**src/verilog/shared_bus_pkg.sv**
```systemverilog
// constants for the shared-bus host port front end
// assumes one 250 MHz system clock and an asynchronous active-low reset
// Overview of operation
// with the command-type input low an access is a data access on all sixteen lines (16-bit) or the low eight (8-bit).
// in 16-bit mode with command high, lines 7..2 carry address bits 7..2, lines 15..12 the byte enables, lines 11..8 are ignored.
// in 8-bit mode with command high, the low eight lines carry the full register address.
// the port acts on the bus only while chip select is low and ignores it while chip select is high.
// the host holds hardware reset low at least 10 ms after supply is stable, and the logic is reset meanwhile; the bench holds it low 2 or 4 cycles.
// the configuration memory select output is driven whenever that memory is being accessed.
// the four byte enables are active high, each selecting one byte lane of the addressed double word.
// the width strap is sampled at reset, high or open selecting 16-bit and low selecting 8-bit.
// the host asserts the active-low read strobe to perform a read cycle.
// address and byte enables from an address phase apply to all following data phases until the next address phase.
package shared_bus_pkg;
	localparam int BUS_W      = 16;
	localparam int ADDR_W     = 8;
	localparam int BE_W       = 4;
	localparam int BE_LSB     = 12;
	localparam int A16_LSB    = 2;
	localparam int BYTE_W     = 8;
	localparam int STRAP_LAG  = 3;
	localparam logic [ADDR_W-1:0] ADDR_RST = 8'h00;
	localparam logic [BE_W-1:0]   BE_RST   = 4'h0;
	localparam logic [BUS_W-1:0]  DATA_RST = 16'h0000;
	localparam logic [1:0]        A16_PAD  = 2'h0;
	localparam logic [7:0]        HI_ZERO  = 8'h00;
endpackage : shared_bus_pkg

```
**src/verilog/shared_bus_host_port.sv**
```systemverilog
// shared-bus host port: decodes address and data phases from an external host
// assumes host pins are asynchronous and pass two flip-flops; rom access request comes from on-chip logic
`timescale 1ns/1ps
`default_nettype none
module shared_bus_host_port
	import shared_bus_pkg::*;
(
	// clock and reset
	input  wire logic              SYS_CLK,
	input  wire logic              RST_B,
	// host pins
	input  wire logic              CHIP_SELECT_LOW,
	input  wire logic              CMD_TYPE,
	input  wire logic              READ_STROBE_LOW,
	input  wire logic              WRITE_STROBE_LOW,
	input  wire logic [BUS_W-1:0]  SHARED_BUS_LINES_IN,
	output logic      [BUS_W-1:0]  SHARED_BUS_LINES_OUT,
	output logic                   SHARED_BUS_LINES_OE,
	input  wire logic              BUS_WIDTH_STRAP_PIN,
	// core side
	input  wire logic [BUS_W-1:0]  READ_DATA,
	input  wire logic              ROM_ACCESS,
	output logic                   CONFIG_ROM_SELECT,
	output logic      [ADDR_W-1:0] REG_ADDR,
	output logic      [BE_W-1:0]   BYTE_LANE_ENABLE,
	output logic                   WIDE_MODE,
	output logic                   WRITE_PULSE,
	output logic                   READ_PULSE,
	output logic      [BUS_W-1:0]  WRITE_DATA
);
	// ------------------------------------------------------------
	// input synchronisers
	// ------------------------------------------------------------
	logic [BUS_W+4:0] sync1;
	logic [BUS_W+4:0] sync2;
	logic [BUS_W+4:0] next_sync1;
	always_comb begin
		next_sync1 = {BUS_WIDTH_STRAP_PIN, CHIP_SELECT_LOW, CMD_TYPE, READ_STROBE_LOW, WRITE_STROBE_LOW,
			SHARED_BUS_LINES_IN};
	end
	always_ff @(posedge SYS_CLK or negedge RST_B) begin
		if (!RST_B) begin
			sync1 <= '1;
			sync2 <= '1;
		end else begin
			sync1 <= next_sync1;
			sync2 <= sync1;
		end
	end
	logic             s_strap;
	logic             s_cs_low;
	logic             s_cmd;
	logic             s_rd_low;
	logic             s_wr_low;
	logic [BUS_W-1:0] s_bus;
	assign {s_strap, s_cs_low, s_cmd, s_rd_low, s_wr_low, s_bus} = sync2;

	// ------------------------------------------------------------
	// width strap capture
	// ------------------------------------------------------------
	// the synchronisers leave reset at their idle ones, so the strap is taken
	// only once its own level has reached the second flip-flop
	logic [STRAP_LAG-1:0] strap_age;
	logic [STRAP_LAG-1:0] next_strap_age;
	logic                 strap_done;
	logic                 wide;
	logic                 next_wide;
	assign strap_done = strap_age[STRAP_LAG-1];
	always_comb begin
		next_strap_age = {strap_age[STRAP_LAG-2:0], 1'b1};
		next_wide      = strap_done ? wide : s_strap;
	end
	always_ff @(posedge SYS_CLK or negedge RST_B) begin
		if (!RST_B) begin
			strap_age <= '0;
			wide      <= 1'b1;
		end else begin
			strap_age <= next_strap_age;
			wide      <= next_wide;
		end
	end

	// ------------------------------------------------------------
	// lane fitting
	// ------------------------------------------------------------
	// 8-bit mode carries the low lane only; upper lines read back as zero
	function automatic logic [BUS_W-1:0] lane_fit(input logic is_wide, input logic [BUS_W-1:0] word);
		return is_wide ? word : {HI_ZERO, word[BYTE_W-1:0]};
	endfunction : lane_fit

	// ------------------------------------------------------------
	// phase decode
	// ------------------------------------------------------------
	logic wr_prev;
	logic rd_prev;
	logic wr_fall;
	logic rd_fall;
	logic selected;
	assign selected = ~s_cs_low & strap_done;
	assign wr_fall  = wr_prev & ~s_wr_low;
	assign rd_fall  = rd_prev & ~s_rd_low;

	logic [ADDR_W-1:0] next_addr;
	logic [BE_W-1:0]   next_be;
	logic [BUS_W-1:0]  next_wdata;
	logic [BUS_W-1:0]  next_rdout;
	logic              next_oe;
	logic              next_wp;
	logic              next_rp;
	always_comb begin
		next_addr  = REG_ADDR;
		next_be    = BYTE_LANE_ENABLE;
		next_wdata = WRITE_DATA;
		next_rdout = SHARED_BUS_LINES_OUT;
		next_oe    = selected & s_cmd == 1'b0 & ~s_rd_low;
		next_wp    = 1'b0;
		next_rp    = 1'b0;
		if (selected && wr_fall && s_cmd) begin
			if (wide) begin
				next_addr = {s_bus[ADDR_W-1:A16_LSB], A16_PAD};
				next_be   = s_bus[BE_LSB +: BE_W];
			end else begin
				next_addr = s_bus[ADDR_W-1:0];
				next_be   = BE_RST;
			end
		end else if (selected && wr_fall) begin
			next_wp    = 1'b1;
			next_wdata = lane_fit(wide, s_bus);
		end else if (selected && rd_fall && !s_cmd) begin
			next_rp    = 1'b1;
			next_rdout = lane_fit(wide, READ_DATA);
		end
	end
	always_ff @(posedge SYS_CLK or negedge RST_B) begin
		if (!RST_B) begin
			wr_prev              <= 1'b1;
			rd_prev              <= 1'b1;
			REG_ADDR             <= ADDR_RST;
			BYTE_LANE_ENABLE     <= BE_RST;
			WRITE_DATA           <= DATA_RST;
			SHARED_BUS_LINES_OUT <= DATA_RST;
			SHARED_BUS_LINES_OE  <= 1'b0;
			WRITE_PULSE          <= 1'b0;
			READ_PULSE           <= 1'b0;
			CONFIG_ROM_SELECT    <= 1'b0;
			WIDE_MODE            <= 1'b1;
		end else begin
			wr_prev              <= s_wr_low;
			rd_prev              <= s_rd_low;
			REG_ADDR             <= next_addr;
			BYTE_LANE_ENABLE     <= next_be;
			WRITE_DATA           <= next_wdata;
			SHARED_BUS_LINES_OUT <= next_rdout;
			SHARED_BUS_LINES_OE  <= next_oe;
			WRITE_PULSE          <= next_wp;
			READ_PULSE           <= next_rp;
			CONFIG_ROM_SELECT    <= ROM_ACCESS;
			WIDE_MODE            <= wide;
		end
	end

	// ------------------------------------------------------------
	// checks
	// ------------------------------------------------------------
	property p_no_pulse_unselected;
		@(posedge SYS_CLK) disable iff (!RST_B) !selected |=> !WRITE_PULSE && !READ_PULSE;
	endproperty
	a_no_pulse_unselected: assert property (p_no_pulse_unselected) else $error("pulse while deselected");
	property p_addr_held;
		@(posedge SYS_CLK) disable iff (!RST_B) !(selected && wr_fall && s_cmd) |=> $stable(REG_ADDR);
	endproperty
	a_addr_held: assert property (p_addr_held) else $error("address moved without address phase");
	property p_wide_addr;
		@(posedge SYS_CLK) disable iff (!RST_B) selected && wr_fall && s_cmd && wide
			|=> REG_ADDR[A16_LSB-1:0] == A16_PAD && BYTE_LANE_ENABLE == $past(s_bus[BE_LSB +: BE_W]);
	endproperty
	a_wide_addr: assert property (p_wide_addr) else $error("wide address phase decode wrong");
	property p_narrow_addr;
		@(posedge SYS_CLK) disable iff (!RST_B) selected && wr_fall && s_cmd && !wide
			|=> REG_ADDR == $past(s_bus[ADDR_W-1:0]);
	endproperty
	a_narrow_addr: assert property (p_narrow_addr) else $error("narrow address phase decode wrong");
	property p_rom_sel;
		@(posedge SYS_CLK) disable iff (!RST_B) ROM_ACCESS |=> CONFIG_ROM_SELECT;
	endproperty
	a_rom_sel: assert property (p_rom_sel) else $error("rom select not driven");
	property p_data_write;
		@(posedge SYS_CLK) disable iff (!RST_B) selected && wr_fall && !s_cmd
			|=> WRITE_PULSE ##1 !WRITE_PULSE;
	endproperty
	a_data_write: assert property (p_data_write) else $error("write pulse wrong");
	property p_read_pulse;
		@(posedge SYS_CLK) disable iff (!RST_B) READ_PULSE |-> $past(rd_fall) && !$past(s_cmd);
	endproperty
	a_read_pulse: assert property (p_read_pulse) else $error("read pulse without read strobe");
	property p_be_narrow;
		@(posedge SYS_CLK) disable iff (!RST_B) selected && wr_fall && s_cmd && !wide |=> BYTE_LANE_ENABLE == BE_RST;
	endproperty
	a_be_narrow: assert property (p_be_narrow) else $error("byte enables set in narrow mode");
	property p_strap_fixed;
		@(posedge SYS_CLK) disable iff (!RST_B) strap_done |=> $stable(wide);
	endproperty
	a_strap_fixed: assert property (p_strap_fixed) else $error("width changed after strap capture");

	// ------------------------------------------------------------
	// checks, data lanes and line drive
	// ------------------------------------------------------------
	property p_oe_read;
		@(posedge SYS_CLK) disable iff (!RST_B) SHARED_BUS_LINES_OE
			|-> $past(selected) && !$past(s_cmd) && !$past(s_rd_low);
	endproperty
	a_oe_read: assert property (p_oe_read) else $error("lines driven outside a selected read");
	property p_read_lanes;
		@(posedge SYS_CLK) disable iff (!RST_B) selected && rd_fall && !s_cmd
			|=> READ_PULSE && SHARED_BUS_LINES_OUT[BYTE_W-1:0] == $past(READ_DATA[BYTE_W-1:0])
			&& SHARED_BUS_LINES_OUT[BUS_W-1:BYTE_W] == (wide ? $past(READ_DATA[BUS_W-1:BYTE_W]) : HI_ZERO);
	endproperty
	a_read_lanes: assert property (p_read_lanes) else $error("read data lanes wrong");
	property p_narrow_write;
		@(posedge SYS_CLK) disable iff (!RST_B) selected && wr_fall && !s_cmd && !wide
			|=> WRITE_DATA == {HI_ZERO, $past(s_bus[BYTE_W-1:0])};
	endproperty
	a_narrow_write: assert property (p_narrow_write) else $error("narrow write data wrong");
	property p_out_held;
		@(posedge SYS_CLK) disable iff (!RST_B) !(selected && rd_fall && !s_cmd) |=> $stable(SHARED_BUS_LINES_OUT);
	endproperty
	a_out_held: assert property (p_out_held) else $error("read data moved without a read");
endmodule : shared_bus_host_port
`default_nettype wire

```
**config.mk**
```make
export PLATFORM = sky130hd
export DESIGN_NAME = shared_bus_host_port
export DESIGN_NICKNAME = d
export VERILOG_FILES = /design/src/verilog/shared_bus_pkg.sv /design/src/verilog/shared_bus_host_port.sv
export SDC_FILE = /design/constraint.sdc
export NUM_CORES = 1
export LEC_CHECK = 0
export BUFFER_PORTS_ARGS = -buffer_cell sky130_fd_sc_hd__buf_2
export CORE_ASPECT_RATIO = 1.4
export CORE_MARGIN = 1.5
export CORE_UTILIZATION = 51
export DETAILED_ROUTE_END_ITERATION = 16
export PLACE_DENSITY = 0.8
export SLEW_MARGIN = 10
export SYNTH_ARGS = -nofsm -noshare
export SYNTH_HDL_FRONTEND = slang
export SYNTH_SLANG_ARGS = --single-unit
export TNS_END_PERCENT = 100
```
**constraint.sdc**
```tcl
create_clock -name SYS_CLK -period 2 [get_ports SYS_CLK]
set_input_delay 0.1 -clock SYS_CLK [delete_from_list [all_inputs] [get_ports SYS_CLK]]
set_output_delay 0.1 -clock SYS_CLK [all_outputs]
set_load 0.05 [all_outputs]
```
==> flow_metrics.tcl, run 1 <==
set metrics [dict create \
    syn_inst 187 \
    fmax_mhz 629.4 \
    routabilityCongestion 0.6857 \
    numCtsBuffers 9 \
    ys_seq_elements 97 \
    fin_crit_ns 1.589 \
    crit_arrival_ns 1.82 \
    critPathMaxFanout 10 \
    viasPerCell 4.662 \
    p_clk_share_pct 24.8 \
    cp_cell_sequence "nand3b_1 -> or3_1 -> buf_4 -> mux2_4" \
    crit_path_end_kind "flip-flop" \
    power_density_nw_per_um2 1098 \
    dieHeight_um 97.66 \
    p_seq_share_pct 49.1 \
    rsz0062_at_grt "false" \
    n_antenna_cell 0 \
    cts.sinks 97 \
    crit_path_top_delay_cell "dfstp_2" \
    dp.cells 347 \
    switching_share_pct 34.18 \
    cp.buffers_inverters 1 \
    grt_pass1_vias 1917 \
    mostFrequentLayoutCells "87 x buf_2, 51 x dfrtp_1, 46 x dfstp_2, 39 x dlygate4sd3_1, 27 x mux2_2" \
    slew_headroom_pct 55.45 \
    wl_mm 5.588 \
    mostFrequentLayoutCell "buf_2" \
    final_cells 402 \
    vias 1874 \
    cts_tree "yes" \
    core_area_sq_um 6211 \
    cts_resized 0 \
    worst-setup-path-type "flip-flop to flip-flop" \
    grt_max_degree 54 \
    drc_errors 0 \
    start_kind "flip-flop" \
    skew_ns 0.005338 \
    dp_hpwl_mm 3.527 \
    dieArea_sq_um 6896 \
    synth_cell_types 20 \
    antenna_found_initial 0 \
    grt_pass1_wl_mm 8.914 \
    dr.pass1.iters 4 \
    cts-root-buf "clkbuf_8" \
    tns_ns 0 \
    switchingPower_mw 1.645 \
    yosysWarnings 0 \
    clock_latency_ns 0.35 \
    h-tree-depth 3 \
    grtUsageTotal_pct 17.12 \
    leakagePower_nw 2.201 \
    finalSetupViolations 0 \
    synth_area_per_cell_sq_um 17.46 \
    hold_path.class "input port to asynchronous set/reset pin" \
    clkTransAtPathRegs_ns 0.09 \
    hold_viol_final 0 \
    start_util_pct 52.56 \
    drive_above_1_share_pct 57.58 \
    peakVddDrop_mv 0.8336 \
    nets 365 \
    holdWs_ns 0.3277 \
    drtAntennaViolNets 0 \
    dieWidth_um 70.62 \
    pin_count 89 \
    finalCritPeriodShare_pct 79.44 \
    comb_power_share_pct 26.1 \
    area_delta_synth_final_pct 34.27 \
    cts_buffer_depth 2 \
    fp-row-count 34 \
    syn-cell-area_sq_um 3264 \
    status "finished clean" \
    cp_top_family "flip-flops" \
    slowest_delay_ns 0.54 \
    power.internal_mw 3.167 \
    drt_iter0_drc 89 \
    wl_per_cell_um 13.90 \
    portBuffers 88 \
    synth_nets 227 \
    worstMarginPinSlew_ns 0.6683 \
    final_util_pct 70.57 \
    maxCapViolCount 0 \
    drv_slew 0 \
    ys_seq_area_share_pct 76.12 \
    grt_overflow 0 \
    required_ns 2.24 \
]
logic make-up (layout without fill, tap and decap cells):
logic type    count (synthesis)  after routing  synth area share [%]
buf+inv                      20            163                 3.373
flops                        97             97                 76.12
mux                          45             45                 15.75
other cells                   1              1                0.1149
simple gates                 24             24                 4.638
power groups by stage:
stage	registers (mW)	logic, mW	clock network, mW
final	2.36	1.26	1.19
after global routing	2.39	1.32	1.30
after CTS	2.37	1.26	1.22
after detailed placement	2.40	1.21	0
after global placement	2.39	1.19	0
after floorplan	3.05	0.213	0
synthesized netlist by cell type:
master | number | area [sq um]
dfrtp_1 | 51 | 1276
dfstp_2 | 46 | 1209
mux2_2 | 27 | 304.0
inv_1 | 14 | 52.55
mux2i_1 | 12 | 120.1
nand2_1 | 12 | 45.04
mux2_4 | 6 | 90.09
and2_1 | 4 | 25.02
buf_6 | 2 | 22.52
clkbuf_1 | 2 | 7.510
nor2b_1 | 2 | 12.51
buf_12 | 1 | 20.02
buf_4 | 1 | 7.510
conb_1 | 1 | 3.750
nand2b_1 | 1 | 6.260
nand3_4 | 1 | 17.52
nand3b_1 | 1 | 7.510
nor3b_1 | 1 | 7.510
nor4b_4 | 1 | 23.77
or3_1 | 1 | 6.260
flip-flops by register name, summed over array words and instances, names as in the netlist, 3 cells and up:
| name | count |
|---|---|
| WRITE_DATA | 16 |
| sync1 | 21 |
| strap_age | 3 |
| BYTE_LANE_ENABLE | 4 |
| SHARED_BUS_LINES_OUT | 16 |
| sync2 | 21 |
| REG_ADDR | 8 |
per-stage QoR:
stage	total power, mW	cell area (sq um)	setup slack (ns)
6_report	4.812	4383	0.4112
5_1_grt	5.015	4383	0.3685
4_1_cts	4.855	4373	0.4064
3_5_place_dp	3.606	3802	0.4224
3_3_place_gp	3.580	3802	0.4370
2_1_floorplan	3.264	3264	0.4116
layout make-up:
type,count,area (sq um)
fillers,422,1828
clock buffers,13,170.2
multi-input cells,70,674.4
inverters,14,52.55
well taps,72,90.09
flip-flops and latches,97,2485
clock inverters,3,20.02
repair buffers,133,890.9
final timing paths:
| check | cells after the start | end | from | slack [ns] |
|---|---|---|---|---|
| max | 4 | WRITE_DATA[6] | wr_prev | 0.41 |
| min | 2 | REG_ADDR[4] | RST_B | 0.33 |
| max reg2reg | 4 | WRITE_DATA[6] | wr_prev | 0.41 |
| min reg2reg | 0 | sync2[2] | sync1[2] | 0.36 |
| max in group asynchronous | 3 | sync1[2] | RST_B | 0.99 |
| min in group SYS_CLK | 0 | sync2[2] | sync1[2] | 0.36 |
metal layers:
metal / vias up / share of wire, % / GRT usage, %
met4: 0 / 2.3 / 8.853
met5: - / 0 / 0
met2: 67 / 50 / 28.59
li1: 880 / - / -
met1: 915 / 42 / 20.69
met3: 12 / 5.3 / 3.734
timing repair:
item | in CTS | in global routing
buffers inserted | 0 | 0
endpoints found under the hold margin | 64 | 1
hold buffers | 38 | 1
No activity file was read; power rests on OpenSTA's default activity.
==> run 2: changes to the inputs <==
- clock period: 2 -> 1.6 ns (I/O delays scaled with it)
==> run 2 against run 1 <==
Effect of this change:
- sequential share of layout area fell by 0.37 points
- largest power group unchanged
- final cell count rose by 0.50%
- flip-flop and latch count unchanged
- cell area is 0.66% higher
- first-iteration DRC count shrank 34%
- non-clock buffer count rose by 2
- critical endpoint is now WRITE_DATA[13]
==> flow_metrics.tcl, run 2 (synthesis results as in run 1) <==
set metrics [dict create \
    start_kind "flip-flop" \
    seq_area_sq_um 2485 \
    drtAntennaViolNets 0 \
    dieWidth_um 70.62 \
    rsz0062_at_grt "true" \
    crit_path_end_kind "flip-flop" \
    clkTransAtPathRegs_ns 0.09 \
    cts-root-buf "clkbuf_8" \
    final_cells 404 \
    h-tree-depth 3 \
    grt_max_degree 42 \
    viasPerCell 4.671 \
    fmax_mhz 628.3 \
    drt_iter0_drc 59 \
    cts_tree "yes" \
    placed_cell_area_sq_um 3817 \
    dp.cells 349 \
    tns_ns 0 \
    comb_power_share_pct 26.2 \
    holdWs_ns 0.2170 \
    postCtsSetupRepairBufs 0 \
    leakagePower_nw 2.217 \
    hold_viol_final 0 \
    finalSetupViolations 0 \
    dr.pass1.iters 4 \
    n_antenna_cell 0 \
    power.internal_mw 3.946 \
    antenna_found_initial 0 \
    hold_path.class "input port to asynchronous set/reset pin" \
    routabilityCongestion 0.6998 \
    power_mw 5.998 \
    fin_crit_ns 1.592 \
    largest_registers "sync1: 21 flops, sync2: 21 flops" \
    core_area_sq_um 6211 \
    skew_ns 0.007913 \
    peakVddDrop_mv 0.7946 \
    r2r_cells 4 \
    maxCapViolCount 0 \
    mostFrequentLayoutCell "buf_2" \
    clock_latency_ns 0.35 \
    drc_errors 0 \
    reg2reg_setup_slack_ns 0.008 \
    switching_share_pct 34.21 \
    finalCritPeriodShare_pct 99.47 \
    cts.sinks 97 \
    dp_hpwl_mm 3.652 \
    start_util_pct 52.56 \
    dieArea_sq_um 6896 \
    drv_slew 0 \
    multi_input_area_sq_um 679.4 \
    switchingPower_mw 2.052 \
    vias 1887 \
    crit_arrival_ns 1.82 \
    fp-row-count 34 \
    grt_overflow 0 \
    pin_count 89 \
    grtUsageTotal_pct 17.40 \
    status "finished clean" \
    fin_area_sq_um 4412 \
    wl_per_cell_um 14.05 \
    nets 367 \
    wl_mm 5.677 \
    critPathMaxFanout 10 \
    grt_pass1_wl_mm 9.045 \
    numCtsBuffers 9 \
    drive_above_1_share_pct 58.73 \
    cts_buffer_depth 2 \
    dieHeight_um 97.66 \
    fill_cells 407 \
    grt_pass1_vias 1952 \
    portBuffers 88 \
    worst-setup-path-type "flip-flop to flip-flop" \
    area_delta_synth_final_pct 35.15 \
    power_density_nw_per_um2 1360 \
    mostFrequentLayoutCells "87 x buf_2, 51 x dfrtp_1, 46 x dfstp_2, 39 x dlygate4sd3_1, 27 x mux2_2" \
    required_ns 1.83 \
    p_clk_share_pct 24.4 \
    p_seq_share_pct 49.4 \
]
run 2: cell types whose count changed in the layout (fill, tap and decap cells not counted), sizes merged:
| cell | previous run | this run |
|---|---|---|
| clkinv | 0 | 3 |
| buf | 94 | 96 |
| inv | 16 | 14 |
| clkbuf | 13 | 12 |
run 2: metal layers:
metal | vias to the layer above | wire length, um | global-route usage [%]
li1 | 886 | - | -
met1 | 922 | 2344 | 20.45
met2 | 69 | 2879 | 29.10
met3 | 10 | 352 | 5.913
met4 | 0 | 100 | 7.112
met5 | - | 0 | 0
run 2: worst paths after layout:
check,startpoint,endpoint
min in group SYS_CLK,sync1[18],sync2[18]
worst max register to register,wr_prev,WRITE_DATA[13]
worst max-delay path,wr_prev,WRITE_DATA[13]
worst min register to register,sync1[18],sync2[18]
max in group asynchronous,RST_B,wr_prev
worst min-delay path,RST_B,SHARED_BUS_LINES_OUT[5]
run 2: power by group through the flow:
stage	combinational, mW	sequential (mW)	clock (mW)
2_1_floorplan	0.266	3.81	0
3_3_place_gp	1.48	2.99	0
3_5_place_dp	1.50	3.01	0
4_1_cts	1.58	2.96	1.51
5_1_grt	1.65	3.00	1.62
6_report	1.57	2.96	1.46
run 2: timing repair:
| action | 4_1_cts | 5_1_grt |
|---|---|---|
| hold buffers | 39 | 0 |
| setup endpoints to repair | 5 | 13 |
| hold endpoints to repair | 61 | 0 |
| resized for setup | 2 | 1 |
run 2: layout make-up:
cell class / count / share of cell area [%]
Clock buffer: 12 / 3.744
Clock inverter: 4 / 0.5956
Inverter: 14 / 1.191
Multi-Input combinational cell: 70 / 15.40
Sequential cell: 97 / 56.32
Tap cell: 72 / 2.042
Timing Repair Buffer: 135 / 20.70
run 2: through the flow:
| stage | setup slack, ns | util, % |
|---|---|---|
| after floorplan | 0.01159 | - |
| after global placement | 0.03111 | 61.46 |
| after detailed placement | -0.01764 | 61.46 |
| after CTS | -0.003767 | 70.97 |
| after global routing | -0.04302 | 71.03 |
| final | 0.008412 | 71.03 |
run 2: critical path, cell delays in order (launching register included):
cell	delay, ns
dfstp_2	0.54
nand3b_1	0.12
or3_4	0.36
buf_6	0.16
mux2_4	0.30
==> run 3: changes to the inputs <==
- SETUP_SLACK_MARGIN: default -> 0.4
==> run 3 against run 2 <==
Effect of this change:
- non-clock buffer count grew 3
- total power up 3.5%
- clock skew rose by 0.0022 ns
==> flow_metrics.tcl, run 3 (synthesis results as in run 1) <==
set metrics [dict create \
    dieArea_sq_um 6896 \
    pin_count 89 \
    fp-row-count 34 \
    n_antenna_cell 0 \
    start_kind "flip-flop" \
    finalCritPeriodShare_pct 98.54 \
    hold_path.class "input port to asynchronous set/reset pin" \
    wl_per_cell_um 15.07 \
    mostFrequentLayoutCell "buf_2" \
    mostFrequentLayoutCells "86 x buf_2, 51 x dfrtp_1, 46 x dfstp_2, 39 x dlygate4sd3_1, 25 x mux2_4" \
    drt_iter0_drc 76 \
    antenna_found_initial 0 \
    cts_tree "yes" \
    area_delta_synth_final_pct 40.21 \
    grt_overflow 0 \
    h-tree-depth 3 \
    leakagePower_nw 2.317 \
    grt_pass1_wl_mm 9.708 \
    fin_crit_ns 1.577 \
    drc_errors 0 \
    skew_ns 0.01008 \
    nets 371 \
    cts-root-buf "clkbuf_8" \
    clkTransAtPathRegs_ns 0.09 \
    numCtsBuffers 9 \
    maxCapViolCount 0 \
    fmax_mhz 634.3 \
    post-place-ws_ns -0.004058 \
    drive_above_1_share_pct 59.23 \
    status "finished clean" \
    clock_latency_ns 0.35 \
    power_density_nw_per_um2 1356 \
    vias 1944 \
    worst-setup-path-type "flip-flop to flip-flop" \
    crit_arrival_ns 1.81 \
    rsz0062_at_grt "true" \
    crit_path_end_kind "flip-flop" \
    routabilityCongestion 0.7265 \
    cts_buffer_depth 2 \
    wl_mm 6.150 \
    dr.pass1.iters 4 \
    largest_registers "sync1: 21 flops, sync2: 21 flops" \
    viasPerCell 4.765 \
    grt_max_degree 36 \
    grt_pass1_vias 2063 \
    critPathMaxFanout 16 \
    layout_setup_ws_ns 0.02340 \
    drtAntennaViolNets 0 \
    holdWs_ns 0.2118 \
    hold_viol_final 0 \
    dieWidth_um 70.62 \
    grtUsageTotal_pct 18.76 \
    core_area_sq_um 6211 \
    dp_hpwl_mm 3.567 \
    peakVddDrop_mv 1.028 \
    required_ns 1.84 \
    drv_slew 0 \
    portBuffers 88 \
    dieHeight_um 97.66 \
    cts.sinks 97 \
    finalSetupViolations 0 \
    start_util_pct 52.56 \
]
==> run 3: worst paths after layout <==
kind / end / start / slack, ns / cells after the start
worst max-delay path: WRITE_DATA[6] / wr_prev / 0.02 / 4
worst min-delay path: REG_ADDR[2] / RST_B / 0.21 / 2
worst max register to register: WRITE_DATA[6] / wr_prev / 0.02 / 4
worst min register to register: sync2[15] / sync1[15] / 0.35 / 0
max in group asynchronous: WIDE_MODE / RST_B / 0.71 / 3
min in group SYS_CLK: sync2[15] / sync1[15] / 0.35 / 0
==> run 3: report_power, final <==
group	switching (mW)	internal (mW)	total [mW]	leakage [nW]
logic	1.14	0.527	1.67	1.09
clock network	0.772	0.809	1.58	0.103
registers	0.161	2.80	2.96	1.13
==> run 3: stage by stage <==
step           cell area [sq um]  total power, mW  utilization, %  std cells  setup TNS [ns]
2_1_floorplan               3266            4.080               -        187               0
3_3_place_gp                3810            4.478           61.34        348               0
3_5_place_dp                3810            4.514           61.34        348       -0.007072
4_1_cts                     4506            6.193           72.54        408               0
5_1_grt                     4577            6.464           73.69        408        -0.07459
6_report                    4577            6.207           73.69        408               0
==> run 3: cell type report <==
class	count	area, sq um
Fill cell	391	1634
Inverter	14	52.55
Clock inverter	4	51.30
Clock buffer	12	155.1
Timing Repair Buffer	138	974.7
Sequential cell	97	2485
Multi-Input combinational cell	71	768.2
Tap cell	72	90.09
==> run 3: routing by layer <==
metal	vias to the layer above	global-route usage [%]	wire length, um
met5	-	0	0
met4	0	7.837	61
li1	895	-	-
met2	65	33.38	3267
met1	978	21.00	2509
met3	6	4.876	312
==> run 3: critical path: stages, from the launching register on <==
cell and delay [ns]:
dfstp_2 0.55, nand3b_1 0.10, or3_4 0.35, buf_12 0.17, mux2_4 0.29
==> run 3: what timing repair did <==
action,CTS,global route
cloned,2,0
endpoints found under the hold margin,70,0
pin swaps,2,1
endpoints found under the setup margin,47,46
resized for setup,11,19
buffers inserted,3,0
hold buffers,39,0
